===== config.mk =====
export PLATFORM = sky130hd
export DESIGN_NAME = pin_timing_select
export DESIGN_NICKNAME = d
export VERILOG_FILES = /design/src/pinsel_pkg.sv /design/src/pin_src_if.sv /design/src/pin_func_mux.sv /design/src/pin_timing_select.sv
export VERILOG_INCLUDE_DIRS = /design/src
export SDC_FILE = /design/constraint.sdc
export NUM_CORES = 1
export LEC_CHECK = 0
export BUFFER_PORTS_ARGS = -buffer_cell sky130_fd_sc_hd__buf_4
export CORE_ASPECT_RATIO = 0.6
export CORE_MARGIN = 1.5
export CORE_UTILIZATION = 47
export CTS_CLUSTER_DIAMETER = 120
export DETAILED_ROUTE_END_ITERATION = 12
export GPL_TIMING_DRIVEN = 0
export PLACE_DENSITY = 0.72
export SLEW_MARGIN = 20
export SYNTH_ARGS = -nofsm -noshare
export SYNTH_HDL_FRONTEND = slang
export SYNTH_SLANG_ARGS = --single-unit

===== constraint.sdc =====
create_clock -name CORE_CLK -period 4.6 [get_ports CORE_CLK]
set_input_delay 0.46 -clock CORE_CLK [delete_from_list [all_inputs] [get_ports CORE_CLK]]
set_output_delay 0.46 -clock CORE_CLK [all_outputs]
set_load 0.02 [all_outputs]

===== src/pinsel_params.svh =====
/*
 * Constants for the multi-function pin selector: register offsets,
 * field positions, reset values and function codes.
 * Assumes inclusion by the pin mux, the top module, the checker and the bench.
 */
`ifndef PINSEL_PARAMS_SVH
`define PINSEL_PARAMS_SVH

// ****************************************
// Register offsets
// ****************************************
`define OFS_PIN_FUNCTION_SELECT 8'h0B
`define OFS_IRQ_STATUS 8'h40
`define OFS_IRQ_MASK 8'h41
`define OFS_OP_CONTROL 8'h42
`define OFS_PIN_STATE 8'h43

// ****************************************
// Field positions and reset values
// ****************************************
`define FLD_PIN1_HI 12
`define FLD_PIN1_LO 8
`define FLD_PIN0_HI 4
`define FLD_PIN0_LO 0
`define RST_PIN_FUNCTION_SELECT 16'h0000
`define RST_IRQ_MASK 4'h0
`define IRQ_BIT_SLOT_A 0
`define IRQ_BIT_SLOT_B 1
`define IRQ_BIT_SAMPLE 2
`define IRQ_BIT_RUN 3

// ****************************************
// Function codes
// ****************************************
`define FN_INTERRUPT 5'h01
`define FN_SAMPLE_TIMING 5'h02
`define FN_LED_A 5'h05
`define FN_LED_B 5'h06
`define FN_LED_AB 5'h07
`define FN_WRITTEN_A 5'h0C
`define FN_WRITTEN_B 5'h0D
`define FN_WRITTEN_AB 5'h0E
`define FN_HALF_RATE 5'h0F
`define FN_LOGIC_0 5'h10
`define FN_LOGIC_1 5'h11
`define FN_OSC_COPY 5'h13

`endif


===== src/pinsel_pkg.sv =====
/*
 * Types shared by the pin selector modules.
 * Assumes nothing of its surroundings.
 */
package pinsel_pkg;
    typedef logic [4:0] func_code_type;
    typedef logic [7:0] reg_addr_type;
    typedef logic [15:0] reg_data_type;
    typedef enum logic [1:0] {RUN_STANDBY, RUN_ACTIVE} run_state_type;
endpackage


===== src/pin_src_if.sv =====
/*
 * Bundle of timing sources fed to each pin multiplexer.
 * Assumes all members are synchronous to the core clock.
 */
`timescale 1ns/1ps
interface pin_src_if;
    logic irq;
    logic sample_active;
    logic led_a;
    logic led_b;
    logic written_a;
    logic written_b;
    logic half_rate;
    logic osc_copy;
    modport source (output irq, sample_active, led_a, led_b, written_a, written_b,
        half_rate, osc_copy);
    modport sink (input irq, sample_active, led_a, led_b, written_a, written_b,
        half_rate, osc_copy);
endinterface


===== src/pin_func_mux.sv =====
/*
 * One multi-function pin: decodes a 5-bit code to a source.
 * Assumes sources and code are synchronous; output is combinational.
 */
`timescale 1ns/1ps
`include "pinsel_params.svh"
module pin_func_mux
    import pinsel_pkg::*;
(
    pin_src_if.sink src, // Shared timing sources
    input wire pinsel_pkg::func_code_type code, // Function code of this pin
    output logic pin_val // Selected level
);
    always_comb begin
        case (code)
            `FN_INTERRUPT: pin_val = src.irq;
            `FN_SAMPLE_TIMING: pin_val = src.sample_active;
            `FN_LED_A: pin_val = src.led_a;
            `FN_LED_B: pin_val = src.led_b;
            `FN_LED_AB: pin_val = src.led_a | src.led_b;
            `FN_WRITTEN_A: pin_val = src.written_a;
            `FN_WRITTEN_B: pin_val = src.written_b;
            `FN_WRITTEN_AB: pin_val = src.written_a | src.written_b;
            `FN_HALF_RATE: pin_val = src.half_rate;
            `FN_LOGIC_0: pin_val = 1'b0;
            `FN_LOGIC_1: pin_val = 1'b1;
            `FN_OSC_COPY: pin_val = src.osc_copy;
            default: pin_val = 1'b0;
        endcase
    end
endmodule


===== src/pin_timing_select.sv =====
/*
 * Multi-function pin selector with register port and interrupt.
 * Assumes slot/sample/LED/oscillator events arrive as core-clock
 * synchronous inputs from the timing core; pins register the choice.
 */
// The implementer's own choice: strobed register access.
//
// Operation
// - Two pins, codes in bits 12:8, 4:0
// - Code 0C shows slot A result written
// - Code 0D shows slot B result written
// - Code 0E shows either slot written
// - Written flag set at slot end, cleared next sample
// - Code 0F toggles once per sample
// - Toggle starts low leaving standby
// - Code 10 drives constant low
// - Code 11 drives constant high
// - Code 13 copies 32 kHz oscillator
// - Code 01 copies device interrupt DEV_IRQ
// - Code 02 spans first to last slot
// - Codes 05-07 copy LED pulses A, B, both
`timescale 1ns/1ps
`include "pinsel_params.svh"
module pin_timing_select
    import pinsel_pkg::*;
(
    input wire logic CORE_CLK, // 100 MHz core clock
    input wire logic RSTN, // Asynchronous reset, active low
    input wire pinsel_pkg::reg_addr_type ADDR, // Register address
    input wire pinsel_pkg::reg_data_type WDATA, // Write data
    input wire logic WR, // Write strobe
    input wire logic RD, // Read strobe
    output pinsel_pkg::reg_data_type RDATA, // Read data, cycle after RD
    input wire logic SAMPLE_START, // Pulse: sample begins
    input wire logic SLOT_A_DONE, // Pulse: slot A data stored
    input wire logic SLOT_B_DONE, // Pulse: slot B data stored
    input wire logic SAMPLE_DONE, // Pulse: last enabled slot ends
    input wire logic LED_A_PULSE, // Slot A LED drive level
    input wire logic LED_B_PULSE, // Slot B LED drive level
    input wire logic OSC_32K, // Low-frequency oscillator level
    input wire logic DEV_IRQ, // Device interrupt from its own logic
    output logic MULTI_FUNCTION_PIN_ZERO, // Pin zero level
    output logic MULTI_FUNCTION_PIN_ONE, // Pin one level
    output logic IRQ // Block interrupt, level
);
    import pinsel_pkg::*;

    // ****************************************
    // Registers
    // ****************************************
    reg_data_type sel_r;
    logic [3:0] stat_r;
    logic [3:0] mask_r;
    logic run_req_r;
    run_state_type run_r;
    logic written_a_r;
    logic written_b_r;
    logic sample_active_r;
    logic half_rate_r;
    reg_data_type rdata_r;
    logic pin0_r;
    logic pin1_r;
    logic irq_r;

    pin_src_if src();
    logic pin0_nxt;
    logic pin1_nxt;

    // ****************************************
    // Register decode
    // ****************************************
    wire wr_sel = WR && (ADDR == `OFS_PIN_FUNCTION_SELECT);
    wire wr_mask = WR && (ADDR == `OFS_IRQ_MASK);
    wire wr_ctl = WR && (ADDR == `OFS_OP_CONTROL);
    wire rd_stat = RD && (ADDR == `OFS_IRQ_STATUS);
    wire running = (run_r == RUN_ACTIVE);
    wire [3:0] stat_evt = {run_req_r & ~running, SAMPLE_DONE & running,
        SLOT_B_DONE & running, SLOT_A_DONE & running};
    wire [3:0] stat_nxt = (rd_stat ? 4'h0 : stat_r) | stat_evt;
    wire func_code_type code0 = sel_r[`FLD_PIN0_HI:`FLD_PIN0_LO];
    wire func_code_type code1 = sel_r[`FLD_PIN1_HI:`FLD_PIN1_LO];
    reg_data_type rdata_nxt;

    always_comb begin
        case (ADDR)
            `OFS_PIN_FUNCTION_SELECT: rdata_nxt = sel_r & 16'h1F1F;
            `OFS_IRQ_STATUS: rdata_nxt = {12'h000, stat_r};
            `OFS_IRQ_MASK: rdata_nxt = {12'h000, mask_r};
            `OFS_OP_CONTROL: rdata_nxt = {14'h0, running, run_req_r};
            `OFS_PIN_STATE: rdata_nxt = {14'h0, pin1_r, pin0_r};
            default: rdata_nxt = 16'h0000;
        endcase
    end

    always_ff @(posedge CORE_CLK or negedge RSTN) begin
        if (!RSTN) begin
            sel_r <= `RST_PIN_FUNCTION_SELECT;
            mask_r <= `RST_IRQ_MASK;
            run_req_r <= 1'b0;
            stat_r <= 4'h0;
            rdata_r <= 16'h0000;
        end else begin
            if (wr_sel) begin
                sel_r <= WDATA & 16'h1F1F;
            end
            if (wr_mask) begin
                mask_r <= WDATA[3:0];
            end
            if (wr_ctl) begin
                run_req_r <= WDATA[0];
            end
            stat_r <= stat_nxt;
            rdata_r <= RD ? rdata_nxt : 16'h0000;
        end
    end

    // ****************************************
    // Sample timing
    // ****************************************
    always_ff @(posedge CORE_CLK or negedge RSTN) begin
        if (!RSTN) begin
            run_r <= RUN_STANDBY;
        end else begin
            case (run_r)
                RUN_STANDBY: run_r <= run_req_r ? RUN_ACTIVE : RUN_STANDBY;
                RUN_ACTIVE: run_r <= run_req_r ? RUN_ACTIVE : RUN_STANDBY;
                default: run_r <= RUN_STANDBY;
            endcase
        end
    end

    always_ff @(posedge CORE_CLK or negedge RSTN) begin
        if (!RSTN) begin
            written_a_r <= 1'b0;
            written_b_r <= 1'b0;
            sample_active_r <= 1'b0;
            half_rate_r <= 1'b0;
        end else if (!running) begin
            written_a_r <= 1'b0;
            written_b_r <= 1'b0;
            sample_active_r <= 1'b0;
            half_rate_r <= 1'b0;
        end else begin
            if (SLOT_A_DONE) begin
                written_a_r <= 1'b1;
            end else if (SAMPLE_START) begin
                written_a_r <= 1'b0;
            end
            if (SLOT_B_DONE) begin
                written_b_r <= 1'b1;
            end else if (SAMPLE_START) begin
                written_b_r <= 1'b0;
            end
            if (SAMPLE_START) begin
                sample_active_r <= 1'b1;
            end else if (SAMPLE_DONE) begin
                sample_active_r <= 1'b0;
            end
            if (SAMPLE_DONE) begin
                half_rate_r <= ~half_rate_r;
            end
        end
    end

    // ****************************************
    // Pin selection
    // ****************************************
    assign src.irq = DEV_IRQ;
    assign src.sample_active = sample_active_r;
    assign src.led_a = LED_A_PULSE;
    assign src.led_b = LED_B_PULSE;
    assign src.written_a = written_a_r;
    assign src.written_b = written_b_r;
    assign src.half_rate = half_rate_r;
    assign src.osc_copy = OSC_32K;

    pin_func_mux mux0 (
        .src(src),
        .code(code0),
        .pin_val(pin0_nxt)
    );

    pin_func_mux mux1 (
        .src(src),
        .code(code1),
        .pin_val(pin1_nxt)
    );

    always_ff @(posedge CORE_CLK or negedge RSTN) begin
        if (!RSTN) begin
            pin0_r <= 1'b0;
            pin1_r <= 1'b0;
            irq_r <= 1'b0;
        end else begin
            pin0_r <= pin0_nxt;
            pin1_r <= pin1_nxt;
            irq_r <= |(stat_nxt & mask_r);
        end
    end

    assign RDATA = rdata_r;
    assign MULTI_FUNCTION_PIN_ZERO = pin0_r;
    assign MULTI_FUNCTION_PIN_ONE = pin1_r;
    assign IRQ = irq_r;
endmodule


==> results of run 1 <==
layer usage:
metal / track usage / up-vias / share of wire
met2: 0.286 / 71 / 0.39
met4: 0.0932 / 0 / 0.016
met3: 0.0618 / 7 / 0.12
met5: 0 / - / 0
met1: 0.324 / 656 / 0.47
li1: - / 652 / -
power groups by stage:
stage          clock network [W]  logic (W)  registers (W)
6_report                0.000226  0.0000949       0.000370
2_1_floorplan                  0  0.0000506       0.000369
3_3_place_gp                   0  0.0000908       0.000373
3_5_place_dp                   0  0.0000948       0.000374
5_1_grt                 0.000247   0.000104       0.000372
4_1_cts                 0.000234  0.0000952       0.000368
kinds of logic (layout without fill, tap and decap cells):
logic type | after synthesis | count (layout)
buffers and inverters | 14 | 62
DFF | 37 | 37
and+or+nand+nor | 47 | 47
xor gates and xnor gates | 1 | 1
other | 1 | 6
muxes | 20 | 20
AOI/OAI and AO/OA | 31 | 31
per-stage QoR:
step	std cells	total power [W]	util	worst slack (ps)
detailed placement	244	0.000469	0.594	2610
finish	251	0.000690	0.618	2900
CTS	251	0.000697	0.618	2910
global placement	244	0.000464	0.594	2650
floorplan	156	0.000420	-	2890
global route	251	0.000724	0.618	2790
worst max-delay path: cells and delay by family:
| family | cells | cell delay [ps] |
|---|---|---|
| buffers and inverters | 1 | 120 |
| multiplexers | 1 | 320 |
| AND/OR/NAND/NOR | 4 | 970 |
cell usage after synthesis, types with 2 or more instances:
| library cell | count |
|---|---|
| a22o_1 | 4 |
| and2_2 | 2 |
| o22ai_1 | 2 |
| buf_4 | 6 |
| a21oi_1 | 9 |
| nand2_1 | 6 |
| a222oi_1 | 2 |
| clkbuf_1 | 2 |
| inv_1 | 4 |
| mux2_4 | 4 |
| buf_2 | 2 |
| mux2i_1 | 3 |
| nand4b_1 | 3 |
| o21ai_0 | 5 |
| nand2_2 | 2 |
| nand3_1 | 3 |
| nand3b_1 | 2 |
| and4b_1 | 2 |
| nor2_1 | 8 |
| a22oi_1 | 4 |
| mux2_2 | 13 |
| dfrtp_1 | 37 |
| and3_1 | 6 |
| nor3b_1 | 4 |
layout make-up:
| type | count | area [um2] | share of cell area |
|---|---|---|---|
| timing repair buffer | 41 | 308 | 0.137 |
| buffer | 10 | 62.6 | 0.0278 |
| tap | 47 | 58.8 | 0.0262 |
| multi-input combinational | 105 | 792 | 0.352 |
| sequential | 37 | 926 | 0.412 |
| inverter | 4 | 15.0 | 0.00668 |
| clock buffer | 7 | 86.3 | 0.0384 |
path summary, 6_finish.rpt:
check / slack (ps) / end / start / depth (start not counted)
setup / recovery: 2900 / mask_r[2] / ADDR[2] / 6
hold / removal: 120 / sel_r[3] / RSTN / 1
setup reg to reg: 2940 / MULTI_FUNCTION_PIN_ONE / sel_r[11] / 6
hold reg to reg: 450 / run_r[0] / run_req_r / 0
max in group asynchronous: 4160 / RDATA[9] / RSTN / 1
min in group CORE_CLK: 400 / sel_r[10] / WDATA[10] / 2
flip-flops by register name, summed over array words and instances, names as in the netlist, 4 cells and up:
| signal | flops |
|---|---|
| RDATA | 10 |
| stat_r | 4 |
| sel_r | 10 |
| mask_r | 4 |
==> flow_summary.toml, run 1 <==
[status]
status = "finished clean"

[global_route]
antenna_found_initial = 0
grt_max_degree = 38
grt.total_usage = 0.216
grt_pass1_wl_um = 6350
grt-ovfl-total = 0
grt_pass1_vias = 1299

[clocking]
cts_tree = "yes"
holdBufCountCts = 0
cts_max_level = 2
clk-insertion-delay-late_ps = 290
cts_made_buffers = 5
cts_buffer_depth = 2
cts.sinks = 37
cts_setup_buffers = 0
ctsResizeCount = 0
clk_pin_slew_worst_paths_ps = 70
clk_root_buffer_cell = "clkbuf_8"

[yosys]
yosys.area_share.simple = 0.177
synth_top_family_by_area = "simple AND/OR/NAND/NOR gates"
synth_top_area_cell = "dfrtp_1"
async_flop_share = 1.00
synth_warnings = 0
avgSynthCellArea_um2 = 11.8
synth-edff-count = 0
synth-xor-area-share = 0.00493
synth.area.mux_share = 0.133
synthAdderAreaFrac = 0
synth.top_cell.area_share = 0.521
synthCells = 151
synth_ff_type = "dfrtp_1"
synthTopCellsByArea = "dfrtp_1 52%, mux2_2 8.2%, mux2_4 3.4%"
ys_types = 40
synth_compound_area_frac = 0.118
synth.yosys.seq_area_share = 0.521
synthesis.area_um2 = 1780
ys_ff_latch = 37

[layout]
final_cell_mix = "47 x buf_4, 37 x dfrtp_1, 13 x mux2_2, 9 x a21oi_1, 8 x nor2_1"
layout_commonest_cell = "buf_4"
area_growth_pct = 26.5
diodes = 0
finalNetCount = 240
drive_gt1_frac = 0.387
final_area_um2 = 2250
fillCellCount = 312

[timing]
setup_viol_count_final = 0
clock_skew_ps = 5.96
fin_tns_setup_ps = 0
hold_viol = 0
finalMaxSlewViolations = 0
max_freq_mhz = 588
timing.hold.ws_ps = 118
fin_crit_sh = 0.369
min_period_ps = 1700
rsz0062_at_grt = "no"

[pwr]
p_per_area_nw_per_um2 = 307
p_switching_w = 0.000174
pwr-share-seq = 0.536
swShare = 0.252
comb_power_share = 0.137
p_leak_nw = 1.13
peakVddDrop_mv = 0.179
power.share.clock = 0.327
internal-power_w = 0.000517

[route]
wire_per_inst_um = 16.0
routed_via_density = 5.52
drt_iter0_drc = 148
routed_wl_um = 4010
drt_pass1_iterations = 5
ant_nets = 0
drc = 0
num_vias = 1386

[placement]
io_buffers = 41
place_area_um2 = 2160
dp_hpwl_um = 3010
place_congestion = 0.884

[floorplanning]
die_y_um = 50.6
io_pins = 55
fp.dieArea_um2 = 4170
fp-row-count = 17
core_um2 = 3640
die_w_um = 82.4
initial_utilization = 0.488

[setup_path]
worstPathCellList = "buf_4, nor4_4, nand2_2, nor3b_4, nand2_4, mux2_4"
crit_fanout = 5
slowest_stage = "nor4_4"
end_kind = "flip-flop"
crit_required_ps = 4780
cpPeakStageDelay_ps = 370
cp_data_arrival_time_ps = 1880
start_kind = "primary input"
path_class = "primary input to flip-flop"

[hold_path]
hold_path_class = "primary input to async pin"

[job]
max_cap_violations = 0
No activity file was read; power rests on OpenSTA's default activity.
==> run 2: changes to the inputs <==
==> constraint.sdc (replaced) <==
create_clock -name CORE_CLK -period 1.6 [get_ports CORE_CLK]
set_input_delay 0.16 -clock CORE_CLK [delete_from_list [all_inputs] [get_ports CORE_CLK]]
set_output_delay 0.16 -clock CORE_CLK [all_outputs]
set_load 0.02 [all_outputs]
==> flow_summary.toml, run 2 (synthesis results as in run 1) <==
[status]
status = "finished clean"

[global_route]
grt_pass1_wl_um = 6380
grt-ovfl-total = 0
antenna_found_initial = 0
grt_pass1_vias = 1309
grt.total_usage = 0.217
grt_max_degree = 38

[floorplanning]
die_w_um = 82.4
core_um2 = 3640
fp.dieArea_um2 = 4170
fp-row-count = 17
io_pins = 55
initial_utilization = 0.488
die_y_um = 50.6

[job]
max_cap_violations = 0

[placement]
place_congestion = 0.884
io_buffers = 41
place_area_um2 = 2160
dp_hpwl_um = 3010

[layout]
layout_commonest_cell = "buf_4"
drive_gt1_frac = 0.397
final_cell_mix = "47 x buf_4, 37 x dfrtp_1, 12 x mux2_2, 9 x a21oi_1, 8 x nor2_1"
final_area_um2 = 2290
finalNetCount = 240
final_util = 0.629
diodes = 0
area_growth_pct = 28.8

[clocking]
clk_pin_slew_worst_paths_ps = 70
cts_setup_buffers = 0
cts_buffer_depth = 2
clk-insertion-delay-late_ps = 290
clk_root_buffer_cell = "clkbuf_8"
cts.sinks = 37
cts_made_buffers = 5
cts_max_level = 2
cts_tree = "yes"

[route]
drt_pass1_iterations = 4
wire_per_inst_um = 16.5
routed_wl_um = 4140
ant_nets = 0
drc = 0
routed_via_density = 5.56
num_vias = 1395
drt_iter0_drc = 140

[timing]
clock_skew_ps = 6.10
hold_viol = 0
min_period_ps = 1550
setup_viol_count_final = 0
max_freq_mhz = 647
fin_tns_setup_ps = 0
finalMaxSlewViolations = 0
rsz0062_at_grt = "yes"
fin_crit_sh = 0.966

[pwr]
p_per_area_nw_per_um2 = 873
internal-power_w = 0.00149
peakVddDrop_mv = 0.522
p_leak_nw = 1.15
pwr-share-seq = 0.535
comb_power_share = 0.142
p_switching_w = 0.000504
power.share.clock = 0.323
swShare = 0.252

[setup_path]
crit_fanout = 9
cp_num_buf_inv = 1
cp_data_arrival_time_ps = 1710
reg2reg_from = "sel_r[11]"
crit_family = "compound AO/OA/AOI/OAI gates"
path_class = "flip-flop to flip-flop"
slowest_stage = "dfrtp_1"
end_kind = "flip-flop"
ff2ff_path_depth = 6
regToRegEndpoint = "MULTI_FUNCTION_PIN_ONE"
r2r_slack_ps = 50
start_kind = "flip-flop"
cp_num_cells = 6
crit_required_ps = 1760
cpPeakStageDelay_ps = 380
worstPathCellList = "buf_6, mux2_4, a221oi_4, o221ai_2, o22ai_1, a21oi_1"

[hold_path]
hold_path_class = "primary input to flip-flop"
whs_endpoint = "sel_r[10]"
min_from = "WDATA[10]"
hold_depth = 2
-- run 2: final cells by class --
type                       instances  area (um2)
sequential                        37         926
multi-input combinational        105         820
tap                               47        58.8
fill                             304        1350
timing repair buffer              42         318
clock buffer                       7        86.3
buffer                             9        65.1
inverter                           4        15.0
-- run 2: worst max path at each step --
stage,from,end,slack [ps]
global placement,ADDR[2],mask_r[3],-50
detailed placement,ADDR[2],mask_r[2],-90
finish,sel_r[11],MULTI_FUNCTION_PIN_ONE,50
CTS,sel_r[11],MULTI_FUNCTION_PIN_ONE,20
global route,sel_r[11],MULTI_FUNCTION_PIN_ONE,-8
floorplan,sel_r[11],MULTI_FUNCTION_PIN_ONE,140
-- run 2: per-layer routing --
layer | track usage | vias to the layer above | routed length, um | share of wire
li1 | - | 654 | - | -
met5 | 0 | - | 0 | 0
met3 | 0.0618 | 7 | 445 | 0.11
met1 | 0.324 | 659 | 1890 | 0.46
met2 | 0.289 | 75 | 1730 | 0.42
met4 | 0.0932 | 0 | 76 | 0.018
-- run 2: repair_timing --
action / in CTS / in global routing
hold buffers: 1 / 0
pin swaps: 0 / 3
endpoints found under the hold margin: 37 / 0
setup endpoints to repair: 1 / 2
resized for setup: 1 / 5
-- run 2: per-stage QoR --
| step | std cells | hold WS (ps) | setup WS, ps | total power [W] |
|---|---|---|---|---|
| after CTS | 252 | 88.3 | 23.3 | 0.00201 |
| after global placement | 244 | 138 | -52.1 | 0.00133 |
| after global routing | 251 | 95.4 | -8.05 | 0.00209 |
| after floorplan | 156 | -136 | 143 | 0.00121 |
| final | 251 | 98.8 | 54.3 | 0.00200 |
| after detailed placement | 244 | 147 | -92.1 | 0.00135 |
-- run 2: power groups by stage --
stage	sequential, W	combinational (W)	clock [W]
5_1_grt	0.00107	0.000308	0.000711
3_5_place_dp	0.00108	0.000273	0
2_1_floorplan	0.00106	0.000146	0
6_report	0.00107	0.000283	0.000646
3_3_place_gp	0.00107	0.000261	0
4_1_cts	0.00106	0.000276	0.000672
-- run 2: worst register-to-register path, delay by kind of cell, from the launching register on --
kind	cells	cell delay (ps)
AOI/OAI and AO/OA	4	600
buffers and inverters	1	140
DFF	1	380
muxes	1	310
==> run 3: changes to the inputs <==
--- a/config.mk
+++ b/config.mk
@@ -17,4 +17,5 @@
 export SLEW_MARGIN = 20
 export SYNTH_ARGS = -nofsm -noshare
 export SYNTH_HDL_FRONTEND = slang
+export SYNTH_HIERARCHICAL = 1
 export SYNTH_SLANG_ARGS = --single-unit
==> flow_summary.toml, run 3 <==
[clocking]
cts_max_level = 2
clk-insertion-delay-late_ps = 290
cts_tree = "yes"
clk_pin_slew_worst_paths_ps = 70
cts.sinks = 37
cts_setup_buffers = 0
cts_buffer_depth = 2
cts_made_buffers = 5
clk_root_buffer_cell = "clkbuf_8"

[layout]
layout_commonest_cell = "buf_4"
area_growth_pct = 26.5
diodes = 0
fillCellCount = 308
final_util = 0.624
multi_input_area_um2 = 848
seqCellArea_um2 = 926
fin_cells = 243
finalNetCount = 231
final_cell_mix = "43 x buf_4, 37 x dfrtp_1, 17 x mux2_2"
drive_gt1_frac = 0.423

[yosys]
synth-edff-count = 0
ys_types = 38
ys_ff_latch = 37
synth_warnings = 6
synthTopCellsByArea = "dfrtp_1 51%, mux2_2 10%, a2111oi_4 3.0%"
synth_ff_type = "dfrtp_1"
async_flop_share = 1.00
synth_common_cells = "37 x dfrtp_1, 17 x mux2_2"
synth.yosys.seq_area_share = 0.507
yosysMostFrequentCell = "dfrtp_1"
synthesis.area_um2 = 1830
avgSynthCellArea_um2 = 12.7
synthCells = 144
synth_top_area_cell = "dfrtp_1"
synth.top_cell.area_share = 0.507

[setup_path]
crit_family = "simple AND/OR/NAND/NOR gates"
crit_required_ps = 1770
r2r_slack_ps = 100
cpPeakStageDelay_ps = 560
end_kind = "flip-flop"
crit_fanout = 4
worstPathCellList = "buf_6, or4b_4, or3_4, a22o_1, a221o_1"
slowest_stage = "or4b_4"
path_class = "primary input to flip-flop"
cp_num_buf_inv = 1
start_kind = "primary input"
cp_data_arrival_time_ps = 1740

[global_route]
use_met1 = 0.299
grt.total_usage = 0.213
grt_max_degree = 38
use_met2 = 0.324
grt_pass1_vias = 1313
antenna_found_initial = 0
grt_pass1_wl_um = 6720
grt-ovfl-total = 0
use_met3 = 0.0646
busiest_layer = "met2"

[route]
num_vias = 1333
wire_per_inst_um = 16.8
drc = 0
routed_via_density = 5.49
drt_pass1_iterations = 4
ant_nets = 0
routed_wl_um = 4090
drt_iter0_drc = 95

[timing]
setup_viol_count_final = 0
finalMaxSlewViolations = 0
clock_skew_ps = 7.44
timing.hold.ws_ps = 95.0
max_freq_mhz = 638
rsz0062_at_grt = "no"
hold_viol = 0
min_period_ps = 1570
worstMarginPinSlew_ps = 573
fin_crit_sh = 0.980
slew_headroom = 0.613

[pwr]
pwr-share-seq = 0.544
internal-power_w = 0.00148
peakVddDrop_mv = 0.464
p_switching_w = 0.000509
p_per_area_nw_per_um2 = 861
p_leak_nw = 1.11
power.share.clock = 0.311
comb_power_share = 0.145
swShare = 0.256

[hold_path]
hold_path_class = "primary input to flip-flop"

[floorplanning]
initial_utilization = 0.493
core_um2 = 3700
die_w_um = 83.5
fp.dieArea_um2 = 4280
fp-row-count = 17
die_y_um = 51.3
io_pins = 55

[placement]
dpl.cell_count = 236
place_congestion = 0.878
dp_hpwl_um = 3130
io_buffers = 40

[status]
status = "finished clean"

[job]
max_cap_violations = 0
run 3: cell count changes in the layout (fill, tap and decap cells not counted), sizes merged, moves of 5 or more:
cell / change
a21oi: -9
and3: -6
nor2b: +6
and2: +5
nand2: -5
run 3: path summary, 6_finish.rpt:
check                           from         to  depth (start not counted)
setup / recovery             ADDR[7]        IRQ                          5
hold / removal              WDATA[8]   sel_r[8]                          2
setup reg to reg            run_r[0]        IRQ                          4
hold reg to reg            run_req_r   run_r[0]                          0
max in group asynchronous       RSTN  RDATA[10]                          2
min in group asynchronous       RSTN  sel_r[12]                          2
run 3: cell type report:
class | count | share of cell area
flip-flops and latches | 37 | 0.401
plain buffers | 9 | 0.0293
well taps | 47 | 0.0255
repair buffers | 41 | 0.139
multi-input cells | 99 | 0.367
inverters | 2 | 0.00325
clock buffers | 8 | 0.0347
run 3: kinds of logic (layout without fill, tap and decap cells):
kind of cell	Yosys count	count (layout)	share of synthesized area
DFF	37	37	0.507
and+or+nand+nor	44	44	0.162
buffers and inverters	13	60	0.0418
xor gates and xnor gates	1	1	0.00480
AOI/OAI and AO/OA	27	27	0.136
muxes	21	21	0.146
other	1	6	0.00205
run 3: worst reg2reg max path, cell delays in order (launching register included):
cell and delay [ps]:
dfrtp_1 500, a21o_1 200, o311ai_0 260, o21ai_0 150, a221o_1 270
run 3: per-stage QoR:
stage	setup WS [ps]	cell area, um2	TNS, ps	total power, W
final	32.0	2310	0	0.00199
after global placement	-335	2220	-1360	0.00136
after global routing	1.98	2310	0	0.00210
after floorplan	-183	1860	-183	0.00124
after detailed placement	-348	2220	-2070	0.00138
after CTS	10.4	2300	0	0.00200
run 3: power by group through the flow:
stage          clock [W]  combinational, W  sequential [W]
2_1_floorplan          0          0.000167         0.00107
3_3_place_gp           0          0.000275         0.00109
3_5_place_dp           0          0.000289         0.00109
4_1_cts         0.000632          0.000286         0.00108
5_1_grt         0.000692          0.000318         0.00109
6_report        0.000619          0.000288         0.00108
run 3: what timing repair did:
item                       4_1_cts  5_1_grt
setup endpoints to repair        1       10
pin swaps                        1        1
resized for setup                0        4
hold endpoints to repair        37        0
hold buffers                     1        0
run 3: routing by layer:
metal,vias to the layer above,routed length [um]
met1,645,1780
li1,622,-
met3,8,361
met4,0,66
met5,-,0
met2,58,1880
